$ cat src/logic/spse_defines.svh
// Register offsets, bit positions, reset values and mode codes.
`ifndef SPSE_DEFINES_SVH
`define SPSE_DEFINES_SVH
`define SPSE_ADDR_CTRL 5'h00
`define SPSE_ADDR_BUF 5'h04
`define SPSE_ADDR_STAT 5'h08
`define SPSE_ADDR_MASK 5'h0c
`define SPSE_BIT_WRITE_COLLISION_FLAG 7
`define SPSE_BIT_ROV 6
`define SPSE_BIT_EN 5
`define SPSE_MODE_LO 0
`define SPSE_MODE_HI 3
`define SPSE_MODE_I2C_MIN 4'h6
`define SPSE_MODE_SPI_CLIENT_A 4'h4
`define SPSE_MODE_SPI_CLIENT_B 4'h5
`define SPSE_MODE_I2C_HOST_FW 4'hb
`define SPSE_MODE_I2C_HOST_A 4'h8
`define SPSE_CTRL_RESET 8'h00
`define SPSE_RESP_OKAY 2'b00
`define SPSE_RESP_SLVERR 2'b10
`endif

$ cat src/logic/spse_pkg.sv
// Types shared by the serial port status and enable block.
package spse_pkg;
    typedef logic [7:0] spse_byte_type;
    typedef logic [1:0] spse_resp_type;
endpackage

$ cat src/logic/spse_core.sv
// Serial port control register with collision, overflow and enable bits.
//
// Function
// - In I2C host modes a buffer write on a busy bus sets collision.
// - In client modes a write during shifting sets a sticky collision.
// - In SPI modes a byte arriving at an unread buffer sets overflow.
// - The enable bit in SPI modes hands the four SPI pins to the port.
// - The enable bit in I2C modes hands the SDA and SCL pins to the port.
// - Clearing the enable bit returns the pins to general I/O use.
`timescale 1ns/1ps
`include "spse_defines.svh"
module spse_core #(
    // Bus widths; only the documented widths are served.
    parameter int ADDR_WIDTH = 5,
    parameter int DATA_WIDTH = 32
) (
    // Clock and reset.
    input wire logic clk_i,
    input wire logic rst_n_i,
    // AXI4-Lite slave.
    input wire logic [ADDR_WIDTH-1:0] awaddr_i,
    input wire logic awvalid_i,
    output logic awready_o,
    input wire logic [DATA_WIDTH-1:0] wdata_i,
    input wire logic [3:0] wstrb_i,
    input wire logic wvalid_i,
    output logic wready_o,
    output spse_pkg::spse_resp_type bresp_o,
    output logic bvalid_o,
    input wire logic bready_i,
    input wire logic [ADDR_WIDTH-1:0] araddr_i,
    input wire logic arvalid_i,
    output logic arready_o,
    output logic [DATA_WIDTH-1:0] rdata_o,
    output spse_pkg::spse_resp_type rresp_o,
    output logic rvalid_o,
    input wire logic rready_i,
    // Shift engine side.
    input wire logic shift_busy_i,
    input wire logic bus_idle_i,
    input wire logic rx_done_i,
    input wire spse_pkg::spse_byte_type rx_byte_i,
    output spse_pkg::spse_byte_type tx_byte_o,
    output logic tx_load_o,
    output logic [3:0] port_mode_o,
    // Pin ownership.
    output logic port_enable_o,
    output logic spi_pins_own_o,
    output logic i2c_pins_own_o,
    // Interrupt.
    output logic irq_o
);
    import spse_pkg::*;

    // The register map and read mux are laid out for these widths only.
    if (ADDR_WIDTH != 5 || DATA_WIDTH != 32) begin : g_width_check
        $error("spse_core serves only 5-bit addresses and 32-bit data");
    end

    // Register state.
    spse_byte_type ctrl;
    spse_byte_type shift_buffer;
    logic buf_full;
    logic [1:0] stat;
    logic [1:0] mask;
    // Write channel holding registers and decoded strobes.
    logic aw_got, w_got;
    logic [4:0] aw_addr;
    logic [31:0] w_data;
    logic [3:0] w_strb;
    logic wr_go, rd_go;
    logic buf_wr, buf_rd;
    logic wr_ctrl, wr_stat, wr_mask;
    logic buf_take;
    // Event flags and mode family.
    logic write_collision_flag, receive_overflow_flag;
    logic set_write_collision_flag, set_rov;
    logic is_i2c, is_host_i2c, is_client;
    logic [3:0] mode;

    // True when the write completing this cycle lands in the given word.
    function automatic logic wr_hit(input logic go, input logic [3:0] strb,
                                    input logic [4:0] a, input logic [4:0] t);
        wr_hit = go && strb[0] && (a == t);
    endfunction

    function automatic logic addr_ok(input logic [4:0] a);
        addr_ok = (a == `SPSE_ADDR_CTRL) || (a == `SPSE_ADDR_BUF) ||
                  (a == `SPSE_ADDR_STAT) || (a == `SPSE_ADDR_MASK);
    endfunction

    assign mode = ctrl[`SPSE_MODE_HI:`SPSE_MODE_LO];
    assign is_i2c = mode >= `SPSE_MODE_I2C_MIN;
    assign is_host_i2c = (mode == `SPSE_MODE_I2C_HOST_A) ||
                         (mode == `SPSE_MODE_I2C_HOST_FW);
    assign is_client = !is_host_i2c &&
                       ((mode == `SPSE_MODE_SPI_CLIENT_A) ||
                        (mode == `SPSE_MODE_SPI_CLIENT_B) || is_i2c);

    // Write channel capture; address and data may come in either order.
    // Both stall while a response waits, so one write is in flight.
    assign awready_o = !aw_got && !bvalid_o;
    assign wready_o = !w_got && !bvalid_o;
    assign wr_go = aw_got && w_got && !bvalid_o;

    always_ff @(posedge clk_i) begin
        if (!rst_n_i) begin
            aw_got <= 1'b0;
            w_got <= 1'b0;
            aw_addr <= 5'h00;
            w_data <= 32'h0000_0000;
            w_strb <= 4'h0;
        end else begin
            if (awvalid_i && awready_o) begin
                aw_got <= 1'b1;
                aw_addr <= awaddr_i;
            end else if (wr_go) begin
                aw_got <= 1'b0;
            end
            if (wvalid_i && wready_o) begin
                w_got <= 1'b1;
                w_data <= wdata_i;
                w_strb <= wstrb_i;
            end else if (wr_go) begin
                w_got <= 1'b0;
            end
        end
    end

    // The response stands until the master takes it.
    always_ff @(posedge clk_i) begin
        if (!rst_n_i) begin
            bvalid_o <= 1'b0;
            bresp_o <= `SPSE_RESP_OKAY;
        end else if (wr_go) begin
            bvalid_o <= 1'b1;
            bresp_o <= addr_ok(aw_addr) ? `SPSE_RESP_OKAY : `SPSE_RESP_SLVERR;
        end else if (bready_i) begin
            bvalid_o <= 1'b0;
        end
    end

    // Decoded register writes; a clear low byte lane leaves the word alone.
    assign wr_ctrl = wr_hit(wr_go, w_strb, aw_addr, `SPSE_ADDR_CTRL);
    assign wr_stat = wr_hit(wr_go, w_strb, aw_addr, `SPSE_ADDR_STAT);
    assign wr_mask = wr_hit(wr_go, w_strb, aw_addr, `SPSE_ADDR_MASK);
    assign buf_wr = wr_hit(wr_go, w_strb, aw_addr, `SPSE_ADDR_BUF);

    // Control register; flags live in their own processes below.
    always_ff @(posedge clk_i) begin
        if (!rst_n_i) begin
            ctrl <= `SPSE_CTRL_RESET;
        end else if (wr_ctrl) begin
            ctrl <= w_data[7:0];
        end
    end

    // A buffer write starts a transfer only when the moment is legal.
    assign set_write_collision_flag = buf_wr && ctrl[`SPSE_BIT_EN] &&
        ((is_host_i2c && !bus_idle_i) ||
         (is_client && shift_busy_i));
    assign set_rov = rx_done_i && !is_i2c && buf_full &&
        ctrl[`SPSE_BIT_EN];
    // A collided write is dropped so the byte on the wire is not corrupted.
    assign buf_take = buf_wr && !set_write_collision_flag;

    // Set wins over a software clear in the same cycle, so no event is lost.
    // Writing a zero clears a flag; writing a one leaves it as it is.
    always_ff @(posedge clk_i) begin
        if (!rst_n_i) begin
            write_collision_flag <= 1'b0;
        end else if (set_write_collision_flag) begin
            write_collision_flag <= 1'b1;
        end else if (wr_ctrl && !w_data[`SPSE_BIT_WRITE_COLLISION_FLAG]) begin
            write_collision_flag <= 1'b0;
        end
    end

    always_ff @(posedge clk_i) begin
        if (!rst_n_i) begin
            receive_overflow_flag <= 1'b0;
        end else if (set_rov) begin
            receive_overflow_flag <= 1'b1;
        end else if (wr_ctrl && !w_data[`SPSE_BIT_ROV]) begin
            receive_overflow_flag <= 1'b0;
        end
    end

    // Shift buffer: on overflow in SPI the old unread byte is kept.
    always_ff @(posedge clk_i) begin
        if (!rst_n_i) begin
            shift_buffer <= 8'h00;
        end else if (rx_done_i && !(buf_full && !is_i2c)) begin
            shift_buffer <= rx_byte_i;
        end else if (buf_take) begin
            shift_buffer <= w_data[7:0];
        end
    end

    // Every reception marks the buffer full, so transfers go on regardless.
    always_ff @(posedge clk_i) begin
        if (!rst_n_i) begin
            buf_full <= 1'b0;
        end else if (rx_done_i) begin
            buf_full <= 1'b1;
        end else if (buf_rd) begin
            buf_full <= 1'b0;
        end
    end

    // A disabled port starts nothing, though the written byte is kept.
    always_ff @(posedge clk_i) begin
        if (!rst_n_i) begin
            tx_load_o <= 1'b0;
        end else begin
            tx_load_o <= buf_take && ctrl[`SPSE_BIT_EN];
        end
    end

    always_ff @(posedge clk_i) begin
        if (!rst_n_i) begin
            tx_byte_o <= 8'h00;
        end else if (buf_take) begin
            tx_byte_o <= w_data[7:0];
        end
    end

    // Interrupt status: write one to clear, set wins.
    always_ff @(posedge clk_i) begin
        if (!rst_n_i) begin
            stat <= 2'b00;
        end else begin
            for (int i = 0; i < 2; i++) begin
                if ((i == 0) ? set_write_collision_flag : set_rov) begin
                    stat[i] <= 1'b1;
                end else if (wr_stat && w_data[i]) begin
                    stat[i] <= 1'b0;
                end
            end
        end
    end

    always_ff @(posedge clk_i) begin
        if (!rst_n_i) begin
            mask <= 2'b00;
        end else if (wr_mask) begin
            mask <= w_data[1:0];
        end
    end

    // Level interrupt: any pending event whose mask bit is set.
    assign irq_o = |(stat & mask);

    // Read channel; unmapped words answer with an error and read as zero.
    // Reading the buffer word frees it for the next reception.
    assign arready_o = !rvalid_o;
    assign rd_go = arvalid_i && arready_o;
    assign buf_rd = rd_go && araddr_i == `SPSE_ADDR_BUF;

    always_ff @(posedge clk_i) begin
        if (!rst_n_i) begin
            rvalid_o <= 1'b0;
            rdata_o <= 32'h0000_0000;
            rresp_o <= `SPSE_RESP_OKAY;
        end else if (rd_go) begin
            rvalid_o <= 1'b1;
            rresp_o <= addr_ok(araddr_i) ? `SPSE_RESP_OKAY :
                       `SPSE_RESP_SLVERR;
            case (araddr_i)
                `SPSE_ADDR_CTRL: begin
                    rdata_o <= {24'h000000, write_collision_flag,
                                receive_overflow_flag,
                                ctrl[`SPSE_BIT_EN:`SPSE_MODE_LO]};
                end
                `SPSE_ADDR_BUF: begin
                    rdata_o <= {24'h000000, shift_buffer};
                end
                `SPSE_ADDR_STAT: begin
                    rdata_o <= {30'h0, stat};
                end
                `SPSE_ADDR_MASK: begin
                    rdata_o <= {30'h0, mask};
                end
                default: begin
                    rdata_o <= 32'h0000_0000;
                end
            endcase
        end else if (rready_i) begin
            rvalid_o <= 1'b0;
        end
    end

    // Pin ownership follows the enable bit and the mode family.
    // Reserved mode codes still pick a pin family by their value.
    assign port_mode_o = mode;
    assign port_enable_o = ctrl[`SPSE_BIT_EN];
    assign spi_pins_own_o = ctrl[`SPSE_BIT_EN] && !is_i2c;
    assign i2c_pins_own_o = ctrl[`SPSE_BIT_EN] && is_i2c;
endmodule

$ cat config.mk
export PLATFORM = sky130hd
export DESIGN_NAME = spse_core
export DESIGN_NICKNAME = d
export VERILOG_FILES = /design/src/logic/spse_pkg.sv /design/src/logic/spse_core.sv
export VERILOG_INCLUDE_DIRS = /design/src /design/src/logic
export SDC_FILE = /design/constraint.sdc
export NUM_CORES = 1
export LEC_CHECK = 0
export BUFFER_PORTS_ARGS = -buffer_cell sky130_fd_sc_hd__buf_2
export CAP_MARGIN = 20
export CORE_MARGIN = 3
export CORE_UTILIZATION = 43
export CTS_BUF_LIST = sky130_fd_sc_hd__clkbuf_8
export CTS_CLUSTER_DIAMETER = 150
export CTS_CLUSTER_SIZE = 24
export DETAILED_ROUTE_END_ITERATION = 7
export PLACE_DENSITY = 0.75
export SLEW_MARGIN = 40
export SYNTH_ARGS = -nofsm -noshare
export SYNTH_HDL_FRONTEND = slang
export SYNTH_SLANG_ARGS = --single-unit
export TNS_END_PERCENT = 1
$ cat constraint.sdc
create_clock -name clk_i -period 1.8 [get_ports clk_i]
set_clock_uncertainty 0.05 [all_clocks]
set_input_delay 0.09 -clock clk_i [delete_from_list [all_inputs] [get_ports clk_i]]
set_output_delay 0.09 -clock clk_i [all_outputs]
set_load 0.005 [all_outputs]
==> results.md <==
* CTS Root Cell: clkbuf_8
* Final WS setup at -172 ps
* PD cells at 781 nW/µm²
* Reg area at 1160 µm²
* Largest net degree at the start of global routing at 29
* WL final at 6500 µm
* Post-layout min period at 1970 ps
* GRT Total Usage at 18.6%
* Fillers at 538
* Status: finished with violations
* Syn Inst Count at 280
* # IOs at 122
* Reg2reg end: ctrl[0]$_SDFFE_PN0N_
* EDFF count, synth at 0
* Fraction of layout cells with a size suffix above 1 at 26.8%
* Diode count at 0
* Ys flop type: dfxtp_1
* Rows at 28
* Critical Path RT at 1990 ps
* Num CTS Buffers at 9
* Worst Tran Pin Value at 547 ps
* 1st-iter DRT viols at 100
* First-pass GRT wire length at 10500 µm
* Synth top area share at 43.2%
* VDD IR max at 0.432 mV
* Die ar. at 7230 µm²
* Reg2Reg Setup Slack at -170 ps
* Area growth syn-to-layout at 31.3%
* Die Ht at 85.0 µm
* Slew Limit Fails at 0
* Worst hold margin at 54.3 ps
* Crit path largest cell delay at 580 ps
* Placed inst area at 3030 µm²
* Initial Util at 44.8%
* Cell taking the most area after synthesis: dfxtp_1
* Vias in the first global route at 2139
* Crit share post-route at 110%
* H-tree depth at 3
* PortBufs at 68
* # DRC at 0
* Cell area after layout at 3530 µm²
* Synth Warn # at 0
* Async SR Flop Fraction at 0%
* Multi-input combinational cell area at 1360 µm²
* Sink Count at 58
* Synthesis-stage register bit count at 58
* Worst-path fanout max at 8
* R2R cell count at 5
* Register area share after synthesis at 43.2%
* End point of the critical path: ctrl[0]$_SDFFE_PN0N_
* Post-place setup slack at -129 ps
* Drt first pass iters at 4
* Avg WL per Cell at 14.0 µm
* Worst setup path start: aw_addr[0]$_SDFFE_PN0P_
* Crit path DAT at 2160 ps
* Buf/Inv on CP at 0
* Setup Fix Bufs, Post-CTS at 0
* Worst path depth at 5
* Commonest cells in the netlist: 58 x dfxtp_1, 33 x nand2_1, 32 x nor2b_1
* Synthesized cell area at 2690 µm²
* Die width at 85.0 µm
* Utilization after layout at 58.9%
* Worst hold path class: input port to flop
* CTS clock-pin slew for the worst setup and hold paths at 70 ps
* Final nets at 447
* Violated checks: negative setup slack
* Synth cell types at 43
* Setup violations, final at 8
* Max Freq at 507 MHz
* Max cap viols at 0
* Relative slew slack at 63.2%
* Worst skew pair latency at 340 ps
* Worst path cell trace: or3_4 -> or2_1 -> or4b_4 -> mux2i_1 -> nor2b_1
* Leak at 1.72 nW
* Final hold vios at 0
* Total number of vias at 2229
* Gp weighted congestion at 0.826
* Initial antenna violation count at 0
* Reg2Reg Launch Point: aw_addr[0]$_SDFFE_PN0P_
* CTS tree: done
* Ranking of synthesized cells by area: dfxtp_1 43%, mux2i_1 11%, buf_4 8.7%, nor2b_1 7.5%, nand2_1 4.6%
* GRT overflow at 0
* CP Launch Type: flop
* Routed vias/inst at 4.81
* Final ANT Viol Nets at 0
* Most common cell in the netlist: dfxtp_1
* CP Capture Type: flop
* CP max-delay cell: or4b_4
* WS Path Type: flop to flop
* RSZ-0062 raised after global routing: yes
* CORE AREA at 5990 µm²
* Setup TNS at -1030 ps
* Avg Cell Area, Syn at 9.59 µm²
* Detail Placement HPWL at 4530 µm
* Clock tree buffer depth at 2
* Delay-heaviest family, CP: simple AND/OR/NAND/NOR gates
==> registers in the layout (all words and copies together), names as in the netlist <==
register,count
ctrl,6
bresp_o,1
rvalid_o,1
aw_addr,5
buf_full,1
receive_overflow_flag,1
mask,2
rdata_o,8
shift_buffer,8
stat,2
aw_got,1
tx_byte_o,8
tx_load_o,1
w_got,1
w_data,8
w_strb,1
bvalid_o,1
write_collision_flag,1
rresp_o,1
==> routing by layer <==
| metal | share of wire, % | vias to the layer above | GRT usage, % |
|---|---|---|---|
| met5 | 0 | - | 0 |
| met4 | 1.5 | 0 | 6.33 |
| met3 | 6.5 | 8 | 6.89 |
| met2 | 48 | 75 | 28.8 |
| met1 | 44 | 1027 | 24.1 |
| li1 | - | 1119 | - |
==> cells in the final DEF (no fill, tap or decap), types with 3 or more instances in the layout <==
cell type	synthesis	routed
buf_2	0	68
o21ai_0	10	6
nand3_1	3	3
nand2_1	33	33
o21ai_1	1	5
and2_1	3	3
nor2b_1	32	32
a21boi_0	13	13
nor2_1	6	6
buf_4	31	10
nand2b_1	5	5
mux2i_1	30	30
dfxtp_1	58	58
inv_1	4	6
a21oi_1	3	3
clkbuf_8	0	12
conb_1	1	26
dlygate4sd3_1	0	28
a222oi_1	5	5
==> per-stage QoR <==
step | power (W) | instances
floorplan | 0.00157 | 305
global placement | 0.00163 | 419
detailed placement | 0.00163 | 419
CTS | 0.00277 | 463
global route | 0.00289 | 463
finish | 0.00275 | 463
==> worst min path at each step <==
stage / from / to / slack, ps / cells after the start
after floorplan: rx_byte_i[0] / shift_buffer[0]$_SDFFE_PN0P_ / 150 / 2
after global placement: rx_byte_i[5] / shift_buffer[5]$_SDFFE_PN0P_ / 240 / 3
after detailed placement: rx_byte_i[4] / shift_buffer[4]$_SDFFE_PN0P_ / 250 / 3
after CTS: araddr_i[4] / rresp_o[1]$_SDFFE_PN0P_ / 20 / 3
after global routing: araddr_i[4] / rresp_o[1]$_SDFFE_PN0P_ / 60 / 3
final: araddr_i[4] / rresp_o[1]$_SDFFE_PN0P_ / 50 / 3
==> cell families after synthesis <==
| group | synth area share [%] |
|---|---|
| simple gates | 21.2 |
| flops | 43.2 |
| buf+inv | 10.9 |
| compound gates | 11.3 |
| mux | 12.9 |
| xor+xnor | 0.326 |
| other cells | 0.140 |
==> power by group <==
part | total [W] | internal (W) | switching, W
sequential | 0.00137 | 0.00133 | 0.0000399
combinational | 0.000297 | 0.000157 | 0.000140
clock | 0.00109 | 0.000597 | 0.000492
total | 0.00275 | 0.00208 | 0.000672
==> worst register-to-register path, cell delays in order (launching register included) <==
cell	delay (ps)
dfxtp_1	310
or3_4	380
or2_1	250
or4b_4	580
mux2i_1	230
nor2b_1	60
==> repair_timing <==
| item | CTS | global route |
|---|---|---|
| endpoints found under the setup margin | 24 | 29 |
| hold buffers | 28 | 0 |
| gates resized for setup | 1 | 10 |
| endpoints found under the hold margin | 26 | 0 |
| pin swaps | 0 | 1 |
| cloned | 0 | 0 |
==> final cells by class <==
cell class | instances | area share, %
Sequential cell | 58 | 32.9
Clock inverter | 4 | 0.497
Tap cell | 75 | 2.66
Inverter | 4 | 0.426
Clock buffer | 12 | 4.68
Timing Repair Buffer | 108 | 20.4
Multi-Input combinational cell | 202 | 38.4
Power figures use the tool's default switching activity.
